[config.mk]
export PLATFORM = sky130hd
export DESIGN_NAME = bsg_top
export DESIGN_NICKNAME = d
export VERILOG_FILES = /design/src/bsg_pkg.sv /design/src/bsg_top.sv
export SDC_FILE = /design/constraint.sdc
export NUM_CORES = 1
export LEC_CHECK = 0
export BUFFER_PORTS_ARGS = -buffer_cell sky130_fd_sc_hd__buf_2
export CAP_MARGIN = 5
export CORE_MARGIN = 8
export CORE_UTILIZATION = 53
export DETAILED_ROUTE_END_ITERATION = 10
export GPL_ROUTABILITY_DRIVEN = 0
export MAX_ROUTING_LAYER = met4
export PLACE_DENSITY = 0.74
export SYNTH_ARGS = -nofsm -noshare
export SYNTH_HDL_FRONTEND = slang
export SYNTH_SLANG_ARGS = --single-unit
[constraint.sdc]
create_clock -name clk_i -period 4.6 [get_ports clk_i]
set_input_delay 0.46 -clock clk_i [delete_from_list [all_inputs] [get_ports clk_i]]
set_output_delay 0.46 -clock clk_i [all_outputs]
set_load 0.01 [all_outputs]
[src/bsg_pkg.sv]
// Package for the boot, status and general-purpose pin block.
// Assumes a 100 MHz system clock and a 32-bit Avalon-MM register bus.
package bsg_pkg;

	localparam int unsigned ADDR_W   = 6;
	localparam int unsigned DATA_W   = 32;
	localparam int unsigned GPIO_N   = 9;
	localparam int unsigned PWM_N    = 4;
	localparam int unsigned PWM_W    = 8;
	localparam int unsigned FEXT_N   = 3;

	// Register byte offsets
	localparam logic [ADDR_W-1:0] OFS_CTRL     = 6'h00;
	localparam logic [ADDR_W-1:0] OFS_STATUS   = 6'h04;
	localparam logic [ADDR_W-1:0] OFS_GPIO_DIR = 6'h08;
	localparam logic [ADDR_W-1:0] OFS_GPIO_OD  = 6'h0C;
	localparam logic [ADDR_W-1:0] OFS_GPIO_OUT = 6'h10;
	localparam logic [ADDR_W-1:0] OFS_GPIO_IN  = 6'h14;
	localparam logic [ADDR_W-1:0] OFS_PWM_SEL  = 6'h18;
	localparam logic [ADDR_W-1:0] OFS_PWM_DUTY = 6'h1C;
	localparam logic [ADDR_W-1:0] OFS_FLASH_EXT = 6'h20;
	localparam logic [ADDR_W-1:0] OFS_SEQ_AUX  = 6'h24;
	localparam logic [ADDR_W-1:0] OFS_IRQ_STAT = 6'h28;
	localparam logic [ADDR_W-1:0] OFS_IRQ_MASK = 6'h2C;

	// Control register fields
	localparam int unsigned CTRL_INIT_DONE = 0;
	localparam int unsigned CTRL_SECONDARY = 1;
	localparam int unsigned CTRL_SPLIT     = 2;
	localparam int unsigned CTRL_FLT_HOLD  = 3;
	localparam int unsigned CTRL_FLT_TOG   = 4;
	localparam logic [4:0]  CTRL_RESET     = 5'h04;

	// Status register fields
	localparam int unsigned STAT_BOOTLOAD  = 0;
	localparam int unsigned STAT_ALIVE     = 1;
	localparam int unsigned STAT_SEQ_ONE   = 2;
	localparam int unsigned STAT_SEQ_TWO   = 3;

	// Interrupt status fields
	localparam int unsigned IRQ_SEQ_ONE    = 0;
	localparam int unsigned IRQ_SEQ_TWO    = 1;
	localparam int unsigned IRQ_FAULT      = 2;
	localparam int unsigned IRQ_N          = 3;

	// Alive indicator timing
	localparam int unsigned CLK_PERIOD_NS   = 10;
	localparam int unsigned ALIVE_PERIOD_MS = 1000;
	localparam int unsigned ALIVE_HALF_CYC  =
		ALIVE_PERIOD_MS * 1000000 / CLK_PERIOD_NS / 2;

	typedef enum logic [1:0] {
		BSG_BOOT_WAIT,
		BSG_BOOT_LOADER,
		BSG_BOOT_NORMAL
	} bsg_boot_e;

	typedef struct packed {
		logic              read;
		logic              write;
		logic [ADDR_W-1:0] address;
		logic [DATA_W-1:0] writedata;
	} bsg_avm_req_s;

	typedef struct packed {
		logic [DATA_W-1:0] readdata;
		logic              waitrequest;
	} bsg_avm_rsp_s;

endpackage : bsg_pkg

[src/bsg_top.sv]
// Boot select, status indicators, sequencing loopback and GPIO pins.
// Assumes pin inputs synchronous to clk_i and a single Avalon-MM master.
`timescale 1ns/100ps
module bsg_top
	import bsg_pkg::*;
#(
	parameter int unsigned ALIVE_HALF = bsg_pkg::ALIVE_HALF_CYC,
	parameter int unsigned GPIO_CNT   = bsg_pkg::GPIO_N
) (
	input  wire logic                          clk_i,
	input  wire logic                          reset_n_i,
	input  wire bsg_pkg::bsg_avm_req_s         avm_req_i,
	output bsg_pkg::bsg_avm_rsp_s              avm_rsp_o,
	output logic                               irq_o,
	input  wire logic                          boot_select_n_i,
	output logic                               bootloader_mode_o,
	output logic                               normal_mode_o,
	output logic                               usb_buffer_enable_n_o,
	output logic                               usb_buffer_enable_oe_o,
	output logic                               fault_status_o,
	output logic                               alive_indicator_o,
	input  wire logic                          seq_irq_in_one_i,
	input  wire logic                          seq_irq_in_two_i,
	output logic                               seq_aux_out_six_o,
	output logic                               seq_aux_out_seven_o,
	input  wire logic                          split_config_in_i,
	output logic                               split_config_out_o,
	output logic                               split_config_oe_o,
	input  wire logic [bsg_pkg::GPIO_N-1:0]    gpio_i,
	output logic      [bsg_pkg::GPIO_N-1:0]    gpio_o,
	output logic      [bsg_pkg::GPIO_N-1:0]    gpio_oe_o,
	output logic      [bsg_pkg::FEXT_N-1:0]    flash_addr_ext_o
);
	import bsg_pkg::*;

	localparam int unsigned AW = $clog2(ALIVE_HALF + 1);

	if (GPIO_CNT != GPIO_N || ALIVE_HALF < 1) begin : g_chk
		$error("bsg_top: unsupported parameter values");
	end

	// Pin driver: open-drain drives only low
	function automatic logic [1:0] pin_drive(input logic val,
		input logic dir, input logic od, input logic off);
		logic [1:0] r;
		r = 2'h0;
		if (!off && dir) begin
			r = od ? {1'b0, ~val} : {val, 1'b1};
		end
		return r;
	endfunction : pin_drive

	logic [4:0]           ctrl_r;
	logic [GPIO_N-1:0]    dir_r, od_r, out_r;
	logic [PWM_N-1:0]     pwm_sel_r;
	logic [PWM_W-1:0]     duty_r [PWM_N];
	logic [FEXT_N-1:0]    fext_r;
	logic [1:0]           aux_r;
	logic [IRQ_N-1:0]     irq_stat_r, irq_mask_r, irq_stat_nxt;
	logic [DATA_W-1:0]    rdata_r;
	logic                 ack_r;
	bsg_boot_e            boot_r;
	logic [AW-1:0]        alive_cnt_r;
	logic                 alive_r;
	logic [PWM_W-1:0]     pwm_cnt_r;
	logic                 seq_one_d_r, seq_two_d_r, fault_d_r;

	// Bus decode
	wire req       = avm_req_i.read | avm_req_i.write;
	wire take      = req & ack_r;
	wire wr_take   = take & avm_req_i.write;
	wire rd_first  = avm_req_i.read & ~ack_r;
	wire [ADDR_W-1:0] adr = avm_req_i.address;
	wire [DATA_W-1:0] wd  = avm_req_i.writedata;
	wire wr_ctrl  = wr_take && adr == OFS_CTRL;
	wire wr_dir   = wr_take && adr == OFS_GPIO_DIR;
	wire wr_od    = wr_take && adr == OFS_GPIO_OD;
	wire wr_out   = wr_take && adr == OFS_GPIO_OUT;
	wire wr_psel  = wr_take && adr == OFS_PWM_SEL;
	wire wr_duty  = wr_take && adr == OFS_PWM_DUTY;
	wire wr_fext  = wr_take && adr == OFS_FLASH_EXT;
	wire wr_aux   = wr_take && adr == OFS_SEQ_AUX;
	wire wr_mask  = wr_take && adr == OFS_IRQ_MASK;
	wire rd_istat = take && avm_req_i.read && adr == OFS_IRQ_STAT;
	// Only bits already reported are cleared; a wait-cycle event survives
	wire [IRQ_N-1:0] istat_seen = rdata_r[IRQ_N-1:0];

	wire secondary = ctrl_r[CTRL_SECONDARY];
	wire init_done = ctrl_r[CTRL_INIT_DONE];
	wire operational = init_done && boot_r == BSG_BOOT_NORMAL;
	wire fault_act = ctrl_r[CTRL_FLT_HOLD]
		| (ctrl_r[CTRL_FLT_TOG] & alive_r);

	wire [DATA_W-1:0] status_w = {28'h0000000, seq_irq_in_two_i,
		seq_irq_in_one_i, alive_r, boot_r == BSG_BOOT_LOADER};
	logic [DATA_W-1:0] duty_w;
	logic [DATA_W-1:0] rd_mux;

	always_comb begin
		duty_w = '0;
		for (int k = 0; k < PWM_N; k++) begin
			duty_w[k*PWM_W +: PWM_W] = duty_r[k];
		end
	end

	always_comb begin
		if (adr == OFS_CTRL)           rd_mux = DATA_W'(ctrl_r);
		else if (adr == OFS_STATUS)    rd_mux = status_w;
		else if (adr == OFS_GPIO_DIR)  rd_mux = DATA_W'(dir_r);
		else if (adr == OFS_GPIO_OD)   rd_mux = DATA_W'(od_r);
		else if (adr == OFS_GPIO_OUT)  rd_mux = DATA_W'(out_r);
		else if (adr == OFS_GPIO_IN)   rd_mux = DATA_W'(gpio_i);
		else if (adr == OFS_PWM_SEL)   rd_mux = DATA_W'(pwm_sel_r);
		else if (adr == OFS_PWM_DUTY)  rd_mux = duty_w;
		else if (adr == OFS_FLASH_EXT) rd_mux = DATA_W'(fext_r);
		else if (adr == OFS_SEQ_AUX)   rd_mux = DATA_W'(aux_r);
		else if (adr == OFS_IRQ_STAT)  rd_mux = DATA_W'(irq_stat_r);
		else if (adr == OFS_IRQ_MASK)  rd_mux = DATA_W'(irq_mask_r);
		else                           rd_mux = '0;
	end

	// One wait cycle, answer on the second edge
	always_ff @(posedge clk_i or negedge reset_n_i) begin
		if (!reset_n_i) begin
			ack_r   <= 1'b0;
			rdata_r <= '0;
		end else begin
			ack_r <= req & ~ack_r;
			if (rd_first) rdata_r <= rd_mux;
		end
	end

	assign avm_rsp_o.waitrequest = req & ~ack_r;
	assign avm_rsp_o.readdata    = rdata_r;

	always_ff @(posedge clk_i or negedge reset_n_i) begin
		if (!reset_n_i) begin
			ctrl_r     <= CTRL_RESET;
			dir_r      <= '0;
			od_r       <= '0;
			out_r      <= '0;
			pwm_sel_r  <= '0;
			fext_r     <= '0;
			aux_r      <= '0;
			irq_mask_r <= '0;
		end else begin
			if (wr_ctrl) ctrl_r <= wd[4:0] | {4'h0, init_done};
			if (wr_dir)  dir_r  <= wd[GPIO_N-1:0];
			if (wr_od)   od_r   <= wd[GPIO_N-1:0];
			if (wr_out)  out_r  <= wd[GPIO_N-1:0];
			if (wr_psel) pwm_sel_r <= wd[PWM_N-1:0];
			if (wr_fext) fext_r <= wd[FEXT_N-1:0];
			if (wr_aux)  aux_r  <= wd[1:0];
			if (wr_mask) irq_mask_r <= wd[IRQ_N-1:0];
		end
	end

	for (genvar k = 0; k < PWM_N; k++) begin : g_duty
		always_ff @(posedge clk_i or negedge reset_n_i) begin
			if (!reset_n_i) duty_r[k] <= '0;
			else if (wr_duty) duty_r[k] <= wd[k*PWM_W +: PWM_W];
		end
	end

	// Boot strap caught on the first edge after reset release
	always_ff @(posedge clk_i or negedge reset_n_i) begin
		if (!reset_n_i) begin
			boot_r <= BSG_BOOT_WAIT;
		end else begin
			case (boot_r)
				BSG_BOOT_WAIT:
					boot_r <= boot_select_n_i ? BSG_BOOT_NORMAL
						: BSG_BOOT_LOADER;
				default: boot_r <= boot_r;
			endcase
		end
	end

	assign bootloader_mode_o = boot_r == BSG_BOOT_LOADER;
	assign normal_mode_o     = boot_r == BSG_BOOT_NORMAL;

	// Alive toggling, half period per count
	always_ff @(posedge clk_i or negedge reset_n_i) begin
		if (!reset_n_i) begin
			alive_cnt_r <= '0;
			alive_r     <= 1'b0;
		end else if (!operational) begin
			alive_cnt_r <= '0;
		end else if (alive_cnt_r == AW'(ALIVE_HALF - 1)) begin
			alive_cnt_r <= '0;
			alive_r     <= ~alive_r;
		end else begin
			alive_cnt_r <= alive_cnt_r + 1'b1;
		end
	end

	assign alive_indicator_o = alive_r;
	assign fault_status_o    = fault_act;

	// Sticky events, set beats clear-on-read
	assign irq_stat_nxt = {fault_act & ~fault_d_r,
		seq_irq_in_two_i & ~seq_two_d_r,
		seq_irq_in_one_i & ~seq_one_d_r};

	always_ff @(posedge clk_i or negedge reset_n_i) begin
		if (!reset_n_i) begin
			seq_one_d_r <= 1'b0;
			seq_two_d_r <= 1'b0;
			fault_d_r   <= 1'b0;
			irq_stat_r  <= '0;
		end else begin
			seq_one_d_r <= seq_irq_in_one_i;
			seq_two_d_r <= seq_irq_in_two_i;
			fault_d_r   <= fault_act;
			irq_stat_r  <= (rd_istat ? irq_stat_r & ~istat_seen
				: irq_stat_r) | irq_stat_nxt;
		end
	end

	assign irq_o = |(irq_stat_r & irq_mask_r);

	// Sequencing interrupt outputs, looped back externally
	assign seq_aux_out_six_o   = aux_r[0];
	assign seq_aux_out_seven_o = aux_r[1];

	assign usb_buffer_enable_n_o  = ~(init_done & ~secondary);
	assign usb_buffer_enable_oe_o = ~secondary;
	assign split_config_out_o     = ctrl_r[CTRL_SPLIT];
	assign split_config_oe_o      = ~secondary;
	assign flash_addr_ext_o       = fext_r;

	always_ff @(posedge clk_i or negedge reset_n_i) begin
		if (!reset_n_i) pwm_cnt_r <= '0;
		else pwm_cnt_r <= pwm_cnt_r + 1'b1;
	end

	for (genvar k = 0; k < GPIO_N; k++) begin : g_pin
		logic val;
		logic [1:0] drv;
		if (k < PWM_N) begin : g_pwm
			assign val = pwm_sel_r[k] ? (pwm_cnt_r < duty_r[k])
				: out_r[k];
		end else begin : g_plain
			assign val = out_r[k];
		end
		assign drv = pin_drive(val, dir_r[k], od_r[k], secondary);
		assign gpio_o[k]    = drv[1];
		assign gpio_oe_o[k] = drv[0];
	end
endmodule : bsg_top

Word-level counts from Yosys, hierarchy flattened
Cells that the tools add are included.
{ "classes": {"addsub": 2, "order_cmp": 4, "eq_ne": 14, "n_mux": 38, "bitwise": 32, "reduce_logical": 26} }
{ "op_table": {"columns": ["operator", "count"], "rows": [
  ["$mux 32", 8],
  ["$mux 26", 2],
  ["$mux 2", 19],
  ["$lt 8x8->1", 4],
  ["$add 26x1->26 const B", 1],
  ["$eq 26x26->1 const B", 1],
  ["$eq 6x5->1 const B", 4],
  ["$eq 6x6->1 const B", 4],
  ["$logic_and 1x1->1", 21],
  ["$not 1->1", 16],
  ["$mux 3", 5],
  ["$eq 6x4->1 const B", 2],
  ["$and 1x1->1", 9],
  ["$add 8x1->8 const B", 1],
  ["$and 3x3->3", 2],
  ["$eq 6x3->1 const B", 1],
  ["$logic_not 6->1", 1],
  ["$or 5x1->5", 1],
  ["$mux 1", 4],
  ["$not 3->3", 1],
  ["$or 3x3->3", 1],
  ["$reduce_or 3->1", 1],
  ["$eq 2x1->1 const B", 1],
  ["$eq 2x2->1 const B", 1],
  ["4 further kinds", 5]
]} }
{ "totals": {"register_bits": 152, "input_bits": 55, "output_inout_bits": 65, "wordCells": 138} }

Longest topological paths before layout
Gate-level depths: netlist (run 1).
{ "depth": {"depth_word": 13, "ltp_mapped": 7, "mapped_depth_nobuf": 7} }

Worst setup path after synthesis (run 1)
OpenSTA, ideal clock, no wires.
{ "synth_path": {"kind": "register to output", "from": "register pwm_cnt_r[5]", "to": "output port gpio_o[0] in the netlist's numbering", "arrival_ps": 1738, "required_ps": 4140, "slack_ps": 2402, "stages_incl_launch_ff": 7, "path_buffers": 0, "cell_sequence": "dfrtp_1 ha_1 a21o_1 a2111oi_0 o21ai_0 nand2_1 nor3b_1"} }
{ "synth_via": {"elab_chain_cells": 4} }
{ "synth_rtl": {"columns": ["item", "line_no", "source"], "rows": [
  ["start, declared", "bsg_top.sv:65", "logic [PWM_W-1:0] pwm_cnt_r;"],
  ["start signal, assigned", "bsg_top.sv:234", "else pwm_cnt_r <= pwm_cnt_r + 1'b1;"],
  ["$lt 8x8->1", "bsg_top.sv:241", "assign val = pwm_sel_r[k] ? (pwm_cnt_r < duty_r[k])"],
  ["$mux 1", "bsg_top.sv:241", null],
  ["$mux 2", "bsg_top.sv:48", "r = od ? {1'b0, ~val} : {val, 1'b1};"],
  ["$mux 2", "bsg_top.sv:47", "if (!off && dir) begin"],
  ["end, declared", "bsg_top.sv:30", "output logic [bsg_pkg::GPIO_N-1:0] gpio_o,"]
]} }
No other way between the ends.

Worst setup path after layout (run 1)
Ends and elaborated chain as after synthesis.

==> results of run 1 <==
==> registers in the layout, summed over array words and instances, names as in the netlist <==
register           count
aux_r                  2
seq_one_d_r            1
alive_indicator_o      1
seq_two_d_r            1
pwm_sel_r              4
flash_addr_ext_o       3
ack_r                  1
duty_r                32
irq_stat_r             3
alive_cnt_r           26
irq_mask_r             3
out_r                  9
rdata_r               32
fault_d_r              1
ctrl_r                 5
boot_r                 2
dir_r                  9
pwm_cnt_r              8
od_r                   9
==> synthesized netlist by cell type (3+ instances only) <==
library cell,number,share of area (%)
nor2_1,54,2.7
nor4_1,4,0.33
buf_2,11,0.72
a21oi_1,31,2.0
ha_1,30,4.9
o21ai_0,58,3.8
xor2_1,17,2.0
mux4_2,4,1.2
nor3_1,8,0.53
nand2_1,69,3.4
nor3b_1,8,0.79
o2111a_1,3,0.44
and2_1,5,0.41
dfrtp_1,151,50
mux2i_1,9,1.2
and4_1,7,0.80
buf_4,7,0.69
nand4_1,11,0.90
o22ai_1,8,0.66
xnor2_1,14,1.6
nor3_4,3,0.64
inv_1,41,2.0
o2111ai_1,4,0.46
nand2b_1,10,0.82
a21o_1,10,0.98
nand3_1,13,0.85
a22o_1,27,3.1
nor2b_1,4,0.33
a211oi_1,9,0.89
nor4_2,3,0.49
clkbuf_1,12,0.59
and3_1,4,0.33
mux2_2,44,6.5
a22oi_1,5,0.49
==> critical path: stages, from the launching register on <==
cell and delay, ns:
dfrtp_1 0.55, ha_1 0.33, a21o_1 0.16, a2111oi_0 0.34, o21ai_0 0.15, nand2_1 0.11, nor3b_1 0.27, buf_2 0.19
==> cell families after synthesis <==
group	synth area share [%]
AO/OA/AOI/OAI	14.3
AND/OR/NAND/NOR	14.4
adder cells (fa/ha/maj)	4.92
XOR/XNOR	3.56
buffers and inverters	4.02
flip-flops	49.9
multiplexers	8.86
==> cell type report <==
class	instances	area, sq um
Inverter	41	154
Sequential cell	152	3800
Clock inverter	14	206
Timing Repair Buffer	123	634
Multi-Input combinational cell	497	3520
Clock buffer	17	425
Fill cell	1175	5340
Tap cell	184	230
==> power by group through the flow <==
stage	Clock, mW	Combinational [mW]	Sequential [mW]
after floorplan	0	0.210	1.51
after global placement	0	0.348	1.51
after detailed placement	0	0.364	1.52
after CTS	1.52	0.367	1.50
after global routing	1.59	0.409	1.51
final	1.50	0.366	1.50
==> how the worst max path moves through the flow <==
| stage | endpoint | depth (start not counted) |
|---|---|---|
| floorplan | gpio_o[0] | 6 |
| global placement | od_r[4] | 4 |
| detailed placement | od_r[5] | 4 |
| CTS | gpio_o[0] | 7 |
| global route | gpio_o[0] | 7 |
| finish | gpio_o[0] | 7 |
==> metal layers <==
layer,share of wire [%],up-vias,global-route usage (%)
met4,1.4,0,7.99
met1,43,3067,30.0
met5,0,-,-
li1,-,2794,-
met3,7.8,29,4.69
met2,48,278,35.3
==> results.toml, run 1 <==
[global_routing]
grt_use_total_pct = 23.0
grt_pass1_wl_um = 32600
grt_pass1_vias = 6357
antenna_found_initial = 0
grt_overflow_total = 0
grt_max_degree = 89

[power_and_ir_drop]
netSwitchingFraction_pct = 24.9
p_clk_share_pct = 44.6
leakage_nw = 4.40
p_switching_uw = 839
intPower_mw = 2.53
power.density_nw_per_um2 = 375
total_power_mw = 3.37
seqPwrFrac_pct = 44.5
combPwrFrac_pct = 10.9
peakVddDrop_mv = 0.281

[placement]
pre_cts_ws_ns = 1.40
placed_area_sq_um = 8340
dpl.cell_count = 997
dp_hpwl_um = 13900
portBuffers = 118

[worst_setup_path]
endpoint_kind = "output port"
path_max_fanout = 7
r2r_setup_slack_ns = 2.23
r2r_cells = 6
reg2reg_to = "alive_cnt_r[19]"
crit_required_ns = 4.14
cp_data_arrival_time_ns = 2.53
crit_start = "pwm_cnt_r[5]"
reg2reg_from = "alive_cnt_r[0]"
critical_path_class = "reg2out"
start_kind = "flop"

[sta]
min_period_ns = 2.99
fin_skew_ns = 0.00763
setup_viol = 0
tightest_slew_ns = 1.07
timing.slew.headroom_pct = 28.2
hold_viol = 0
fin_ws_ns = 1.61
fin_crit_sh_pct = 64.9
slew_viol_final = 0
setup_tns_ns = 0
max_freq_mhz = 335
rsz0062_at_grt = "false"
hold_ws_ns = 0.100

[routing]
viasPerCell = 6.00
first_pass_iters = 5
drt_iter0_drc = 554
final_antenna_net_count = 0
wl_um = 19900
avgRoutedWirePerCell_um = 19.3
drcViolationCount = 0
vias = 6168

[clocking]
cts_buffer_depth = 2
cts_tree = "yes"
cts_setup_buffers = 0
cts_root_buffer = "clkbuf_16"
cts.sinks = 152
cts_resized = 0
clk_latency_ns = 0.42
path_clk_slew_ns = 0.06
ctsHtreeMaxLevel = 4
cts_hold_buf = 0
numCtsBuffers = 17

[cells_and_area]
fin_cells = 1028
layout_commonest_cell = "dfrtp_1"
diodes = 0
syn_to_final_growth_pct = 17.7
final_util_pct = 62.7
fin_area_sq_um = 8970
drive_gt1_share_pct = 25.4
final_nets = 917
layout_common_cells = "dfrtp_1, buf_2, nand2_1"

[flow_run]
cap_viol_max_count = 0

[logic_synthesis]
synthCells = 720
ys_types = 52
synth_fp_nets = 805
synth-seq-area-share_pct = 49.9
synth_edf_count = 0
yosys_warnings = 0
ys_seq_elements = 152
synth-async-reset-ratio_pct = 100
syn_avg_cell_area_sq_um = 10.6
synthFlopType = "dfrtp_1"
synthesis.area_sq_um = 7620

[worst_hold_path]
hold_class = "in2async"

[floorplan]
die_h_um = 136
fp.dieW_um = 136
placementRows = 44
start_util_pct = 53.3
core_area_sq_um = 14300
die_area_sq_um = 18500
io_pins = 120

[status]
outcome = "finished clean"
Power figures use the tool's default switching activity.
==> run 2, diff against run 1 <==
==> constraint.sdc (replaced) <==
create_clock -name clk_i -period 2.9 [get_ports clk_i]
set_input_delay 0.29 -clock clk_i [delete_from_list [all_inputs] [get_ports clk_i]]
set_output_delay 0.29 -clock clk_i [all_outputs]
set_load 0.01 [all_outputs]
==> results.toml, run 2 (synthesized netlist as in run 1, its figures left out) <==
[cells_and_area]
final_util_pct = 63.7
syn_to_final_growth_pct = 19.6
top_regs = "duty_r: 32 flops, rdata_r: 32 flops, alive_cnt_r: 26 flops"
drive_gt1_share_pct = 26.2
diodes = 0
fillers = 1133
final_nets = 929
layout_commonest_cell = "dfrtp_1"
layout_common_cells = "dfrtp_1, buf_2, nand2_1"

[clocking]
cts.sinks = 152
cts_setup_buffers = 0
path_clk_slew_ns = 0.06
cts_tree = "yes"
clk_latency_ns = 0.42
cts_root_buffer = "clkbuf_16"
ctsHtreeMaxLevel = 4
cts_buffer_depth = 2
numCtsBuffers = 17

[sta]
min_period_ns = 2.74
max_freq_mhz = 365
tightest_slew_ns = 0.881
hold_ws_ns = 0.0203
setup_tns_ns = 0
slew_viol_final = 0
fin_crit_sh_pct = 94.4
timing.slew.headroom_pct = 41.3
fin_skew_ns = 0.00557
fin_ws_ns = 0.161
rsz0062_at_grt = "false"
hold_viol = 0
setup_viol = 0

[global_routing]
grt_overflow_total = 0
grt_use_total_pct = 23.2
grt_pass1_vias = 6362
grt_pass1_wl_um = 32800
antenna_found_initial = 0
grt_max_degree = 68

[routing]
viasPerCell = 5.91
final_antenna_net_count = 0
drcViolationCount = 0
wl_um = 19800
first_pass_iters = 5
drt_iter0_drc = 406
avgRoutedWirePerCell_um = 19.1
vias = 6146

[power_and_ir_drop]
leakage_nw = 4.48
power.density_nw_per_um2 = 597
netSwitchingFraction_pct = 23.8
combPwrFrac_pct = 10.8
peakVddDrop_mv = 0.374
p_switching_mw = 1.30
p_clk_share_pct = 45.5
intPower_mw = 4.14
seqPwrFrac_pct = 43.7

[floorplan]
die_h_um = 136
io_pins = 120
start_util_pct = 53.3
core_area_sq_um = 14300
fp.dieW_um = 136
die_area_sq_um = 18500
placementRows = 44

[status]
outcome = "finished clean"

[worst_setup_path]
critical-path-max-stage-delay_ns = 0.48
cp_data_arrival_time_ns = 2.45
start_kind = "flop"
critical_path_class = "reg2out"
r2r_cells = 4
endpoint_kind = "output port"
slowest_stage = "dfrtp_1"
crit_required_ns = 2.61
path_max_fanout = 7
path_cells = "ha_1 > a21o_1 > a2111oi_0 > o21ai_0 > nand2_1 > nor3b_2 > buf_2"

[placement]
pre_cts_ws_ns = 0.521
dp_hpwl_um = 14200
portBuffers = 118

[worst_hold_path]
hold_class = "in2reg"
worstHoldPathCells = 1

[flow_run]
cap_viol_max_count = 0
## run 2: changes by cell type in the layout (fill, tap and decap cells not counted), sizes merged
cell         previous run  this run
clkbuf                 17        24
buf                   123       134
clkinv                  6         1
dlygate4sd3             0         1
clkinvlp                3         1
## run 2: routing by layer
metal / vias to the layer above / global-route usage [%] / share of wire, %
met4: 0 / 7.14 / 1.8
met2: 239 / 36.5 / 48
li1: 2830 / - / -
met1: 3043 / 29.3 / 42
met3: 34 / 5.36 / 7.8
met5: - / - / 0
## run 2: worst max-delay path: cells and delay by family (launching register included)
family                     cells  cell delay (ns)
DFF                            1             0.48
buffers and inverters          1             0.17
AOI/OAI and AO/OA              3             0.72
adders and majority gates      1             0.33
and+or+nand+nor                2             0.32
## run 2: layout make-up
| cell class | instances | area [sq um] | share of cell area (%) |
|---|---|---|---|
| Multi-Input combinational cell | 497 | 3520 | 38.6 |
| Inverter | 41 | 154 | 1.69 |
| Clock buffer | 24 | 502 | 5.50 |
| Timing Repair Buffer | 135 | 739 | 8.11 |
| Tap cell | 184 | 230 | 2.53 |
| Sequential cell | 152 | 3800 | 41.7 |
| Clock inverter | 7 | 163 | 1.78 |
## run 2: worst paths after layout
path / start / slack (ns) / end
setup / recovery: pwm_cnt_r[5] / 0.16 / gpio_o[0]
hold / removal: seq_irq_in_one_i / 0.02 / seq_one_d_r
setup reg to reg: ack_r / 0.99 / rdata_r[29]
hold reg to reg: alive_cnt_r[0] / 0.45 / alive_cnt_r[0]
max in group asynchronous: reset_n_i / 1.69 / od_r[4]
min in group asynchronous: reset_n_i / 0.39 / rdata_r[21]
## run 2: repair_timing
action / CTS / global route
hold buffers: 1 / 0
setup endpoints to repair: 0 / 1
hold endpoints to repair: 56 / 0
gates resized for setup: 0 / 1
## run 2: power by group through the flow
stage	Clock [mW]	Combinational [mW]	Sequential, mW
floorplan	0	0.334	2.39
global placement	0	0.560	2.40
detailed placement	0	0.583	2.41
CTS	2.50	0.591	2.37
global route	2.60	0.659	2.40
finish	2.47	0.588	2.38
## run 2: per-stage QoR
stage | std cells | area [sq um] | power (mW)
final | 1040 | 9110 | 5.44
after global routing | 1040 | 9110 | 5.66
after CTS | 1040 | 9110 | 5.47
after detailed placement | 1008 | 8440 | 2.99
after global placement | 1008 | 8440 | 2.96
after floorplan | 720 | 7620 | 2.72
==> run 3, diff against run 2 <==
--- a/config.mk
+++ b/config.mk
@@ -7,12 +7,14 @@
 export LEC_CHECK = 0
 export BUFFER_PORTS_ARGS = -buffer_cell sky130_fd_sc_hd__buf_2
 export CAP_MARGIN = 5
-export CORE_MARGIN = 8
-export CORE_UTILIZATION = 53
+export CELL_PAD_IN_SITES_DETAIL_PLACEMENT = 1
+export CELL_PAD_IN_SITES_GLOBAL_PLACEMENT = 1
+export CORE_MARGIN = 2
+export CORE_UTILIZATION = 45
 export DETAILED_ROUTE_END_ITERATION = 10
 export GPL_ROUTABILITY_DRIVEN = 0
 export MAX_ROUTING_LAYER = met4
-export PLACE_DENSITY = 0.74
+export PLACE_DENSITY = 0.8
 export SYNTH_ARGS = -nofsm -noshare
 export SYNTH_HDL_FRONTEND = slang
 export SYNTH_SLANG_ARGS = --single-unit
==> results.toml, run 3 (synthesized netlist as in run 1, its figures left out) <==
[status]
outcome = "finished clean"

[cells_and_area]
diodes = 0
fin_area_sq_um = 9160
multi_input_area_sq_um = 3520
drive_gt1_share_pct = 26.2
layout_common_cells = "dfrtp_1, buf_2, nand2_1"
fillers = 1843
layout_commonest_cell = "dfrtp_1"
syn_to_final_growth_pct = 20.1
seq_area_sq_um = 3810
final_nets = 931
top_regs = "duty_r: 32 flops, rdata_r: 32 flops, alive_cnt_r: 26 flops"

[worst_setup_path]
r2r_cells = 5
start_kind = "flop"
slowest_stage = "dfrtp_2"
endpoint_kind = "output port"
path_max_fanout = 7
r2r_setup_slack_ns = 0.96
critical-path-max-stage-delay_ns = 0.49
reg2reg_from = "ack_r"
critical_path_class = "reg2out"
cp_num_buf_inv = 1
path_cells = "ha_1 > a21o_1 > a2111oi_0 > o21ai_0 > nand2_1 > nor3b_1 > buf_2"
reg2reg_to = "rdata_r[24]"
path_delay_family = "compound AO/OA/AOI/OAI gates"
crit_required_ns = 2.61
cp_data_arrival_time_ns = 2.50

[clocking]
cts_tree = "yes"
cts.sinks = 152
cts_buffer_depth = 2
numCtsBuffers = 17
ctsHtreeMaxLevel = 4
clk_latency_ns = 0.43
path_clk_slew_ns = 0.06
cts_root_buffer = "clkbuf_16"
cts_setup_buffers = 0

[floorplan]
core_area_sq_um = 16600
fp.dieW_um = 134
placementRows = 47
die_area_sq_um = 18000
die_h_um = 134
io_pins = 120
start_util_pct = 46.0

[power_and_ir_drop]
peakVddDrop_mv = 0.418
power.density_nw_per_um2 = 595
leakage_nw = 4.48

[placement]
dp_hpwl_um = 15900
placed_area_sq_um = 8490
portBuffers = 118

[routing]
viasPerCell = 5.78
wl_um = 22400
avgRoutedWirePerCell_um = 20.8
drt_iter0_drc = 355
vias = 6231
final_antenna_net_count = 0
first_pass_iters = 4
drcViolationCount = 0

[sta]
rsz0062_at_grt = "false"
tightest_slew_ns = 0.775
min_period_ns = 2.79
hold_viol = 0
fin_crit_sh_pct = 96.2
setup_viol = 0
fin_skew_ns = 0.00671
setup_tns_ns = 0
slew_viol_final = 0
timing.slew.headroom_pct = 48.3
max_freq_mhz = 359

[global_routing]
grt_pass1_vias = 6664
grt_use_total_pct = 26.6
antenna_found_initial = 0
grt_max_degree = 62
grt_pass1_wl_um = 36000
grt_overflow_total = 0

[worst_hold_path]
hold_class = "in2reg"
holdPathEnd = "boot_r[0]"
hold_start = "boot_select_n_i"
worstHoldPathCells = 2

[flow_run]
cap_viol_max_count = 0
-- run 3: changes by cell type in the layout (fill, tap and decap cells not counted), sizes merged --
cell,previous run,this run
buf,134,135
dlygate4sd3,1,2
clkbuf,24,23
clkinv,1,2
-- run 3: worst max-delay path by stage --
stage	start	to	slack [ns]	depth (start not counted)
floorplan	pwm_cnt_r[5]	gpio_o[0]	0.87	6
global placement	pwm_cnt_r[5]	gpio_o[0]	0.53	7
detailed placement	pwm_cnt_r[5]	gpio_o[0]	0.52	7
CTS	pwm_cnt_r[5]	gpio_o[0]	0.05	7
global route	pwm_cnt_r[1]	gpio_o[1]	0.03	6
finish	pwm_cnt_r[5]	gpio_o[0]	0.11	7
-- run 3: cell type report --
cell class,instances,share of cell area (%)
Clock buffer,23,5.22
Timing Repair Buffer,137,8.27
Sequential cell,152,41.6
Tap cell,220,3.01
Multi-Input combinational cell,497,38.4
Inverter,41,1.68
Clock inverter,8,1.83
-- run 3: routing by layer --
metal | up-vias | routed length [um] | GRT usage [%]
li1 | 2831 | - | -
met1 | 3205 | 9760 | 33.7
met2 | 165 | 11200 | 43.4
met3 | 30 | 1050 | 4.42
met4 | 0 | 401 | 9.12
met5 | - | 0 | -
-- run 3: through the flow --
step / hold slack, ns / utilization [%] / setup WS, ns / instances / total power, mW
2_1_floorplan: -0.00559 / - / 0.872 / 720 / 2.72
3_3_place_gp: 0.297 / 51.2 / 0.531 / 1045 / 2.97
3_5_place_dp: 0.307 / 51.2 / 0.525 / 1045 / 3.01
4_1_cts: 0.0448 / 55.2 / 0.0462 / 1078 / 5.47
5_1_grt: 0.0566 / 55.2 / 0.0256 / 1078 / 5.64
6_report: 0.0602 / 55.2 / 0.111 / 1078 / 5.45
-- run 3: worst register-to-register path, stage by stage, from the launching register on --
cell and delay (ns):
dfrtp_1 0.46, nand2b_1 0.40, buf_4 0.33, nor3_4 0.17, buf_4 0.31, a22o_1 0.21
-- run 3: power by group --
group	switching, mW	internal (mW)	total [mW]
Clock	0.871	1.59	2.46
Combinational	0.363	0.242	0.605
Sequential	0.115	2.27	2.38
Total	1.35	4.10	5.45
-- run 3: what timing repair did --
| action | CTS | global route |
|---|---|---|
| gates resized for setup | 0 | 2 |
| hold endpoints to repair | 59 | 0 |
| setup endpoints to repair | 0 | 2 |
| hold buffers | 2 | 0 |
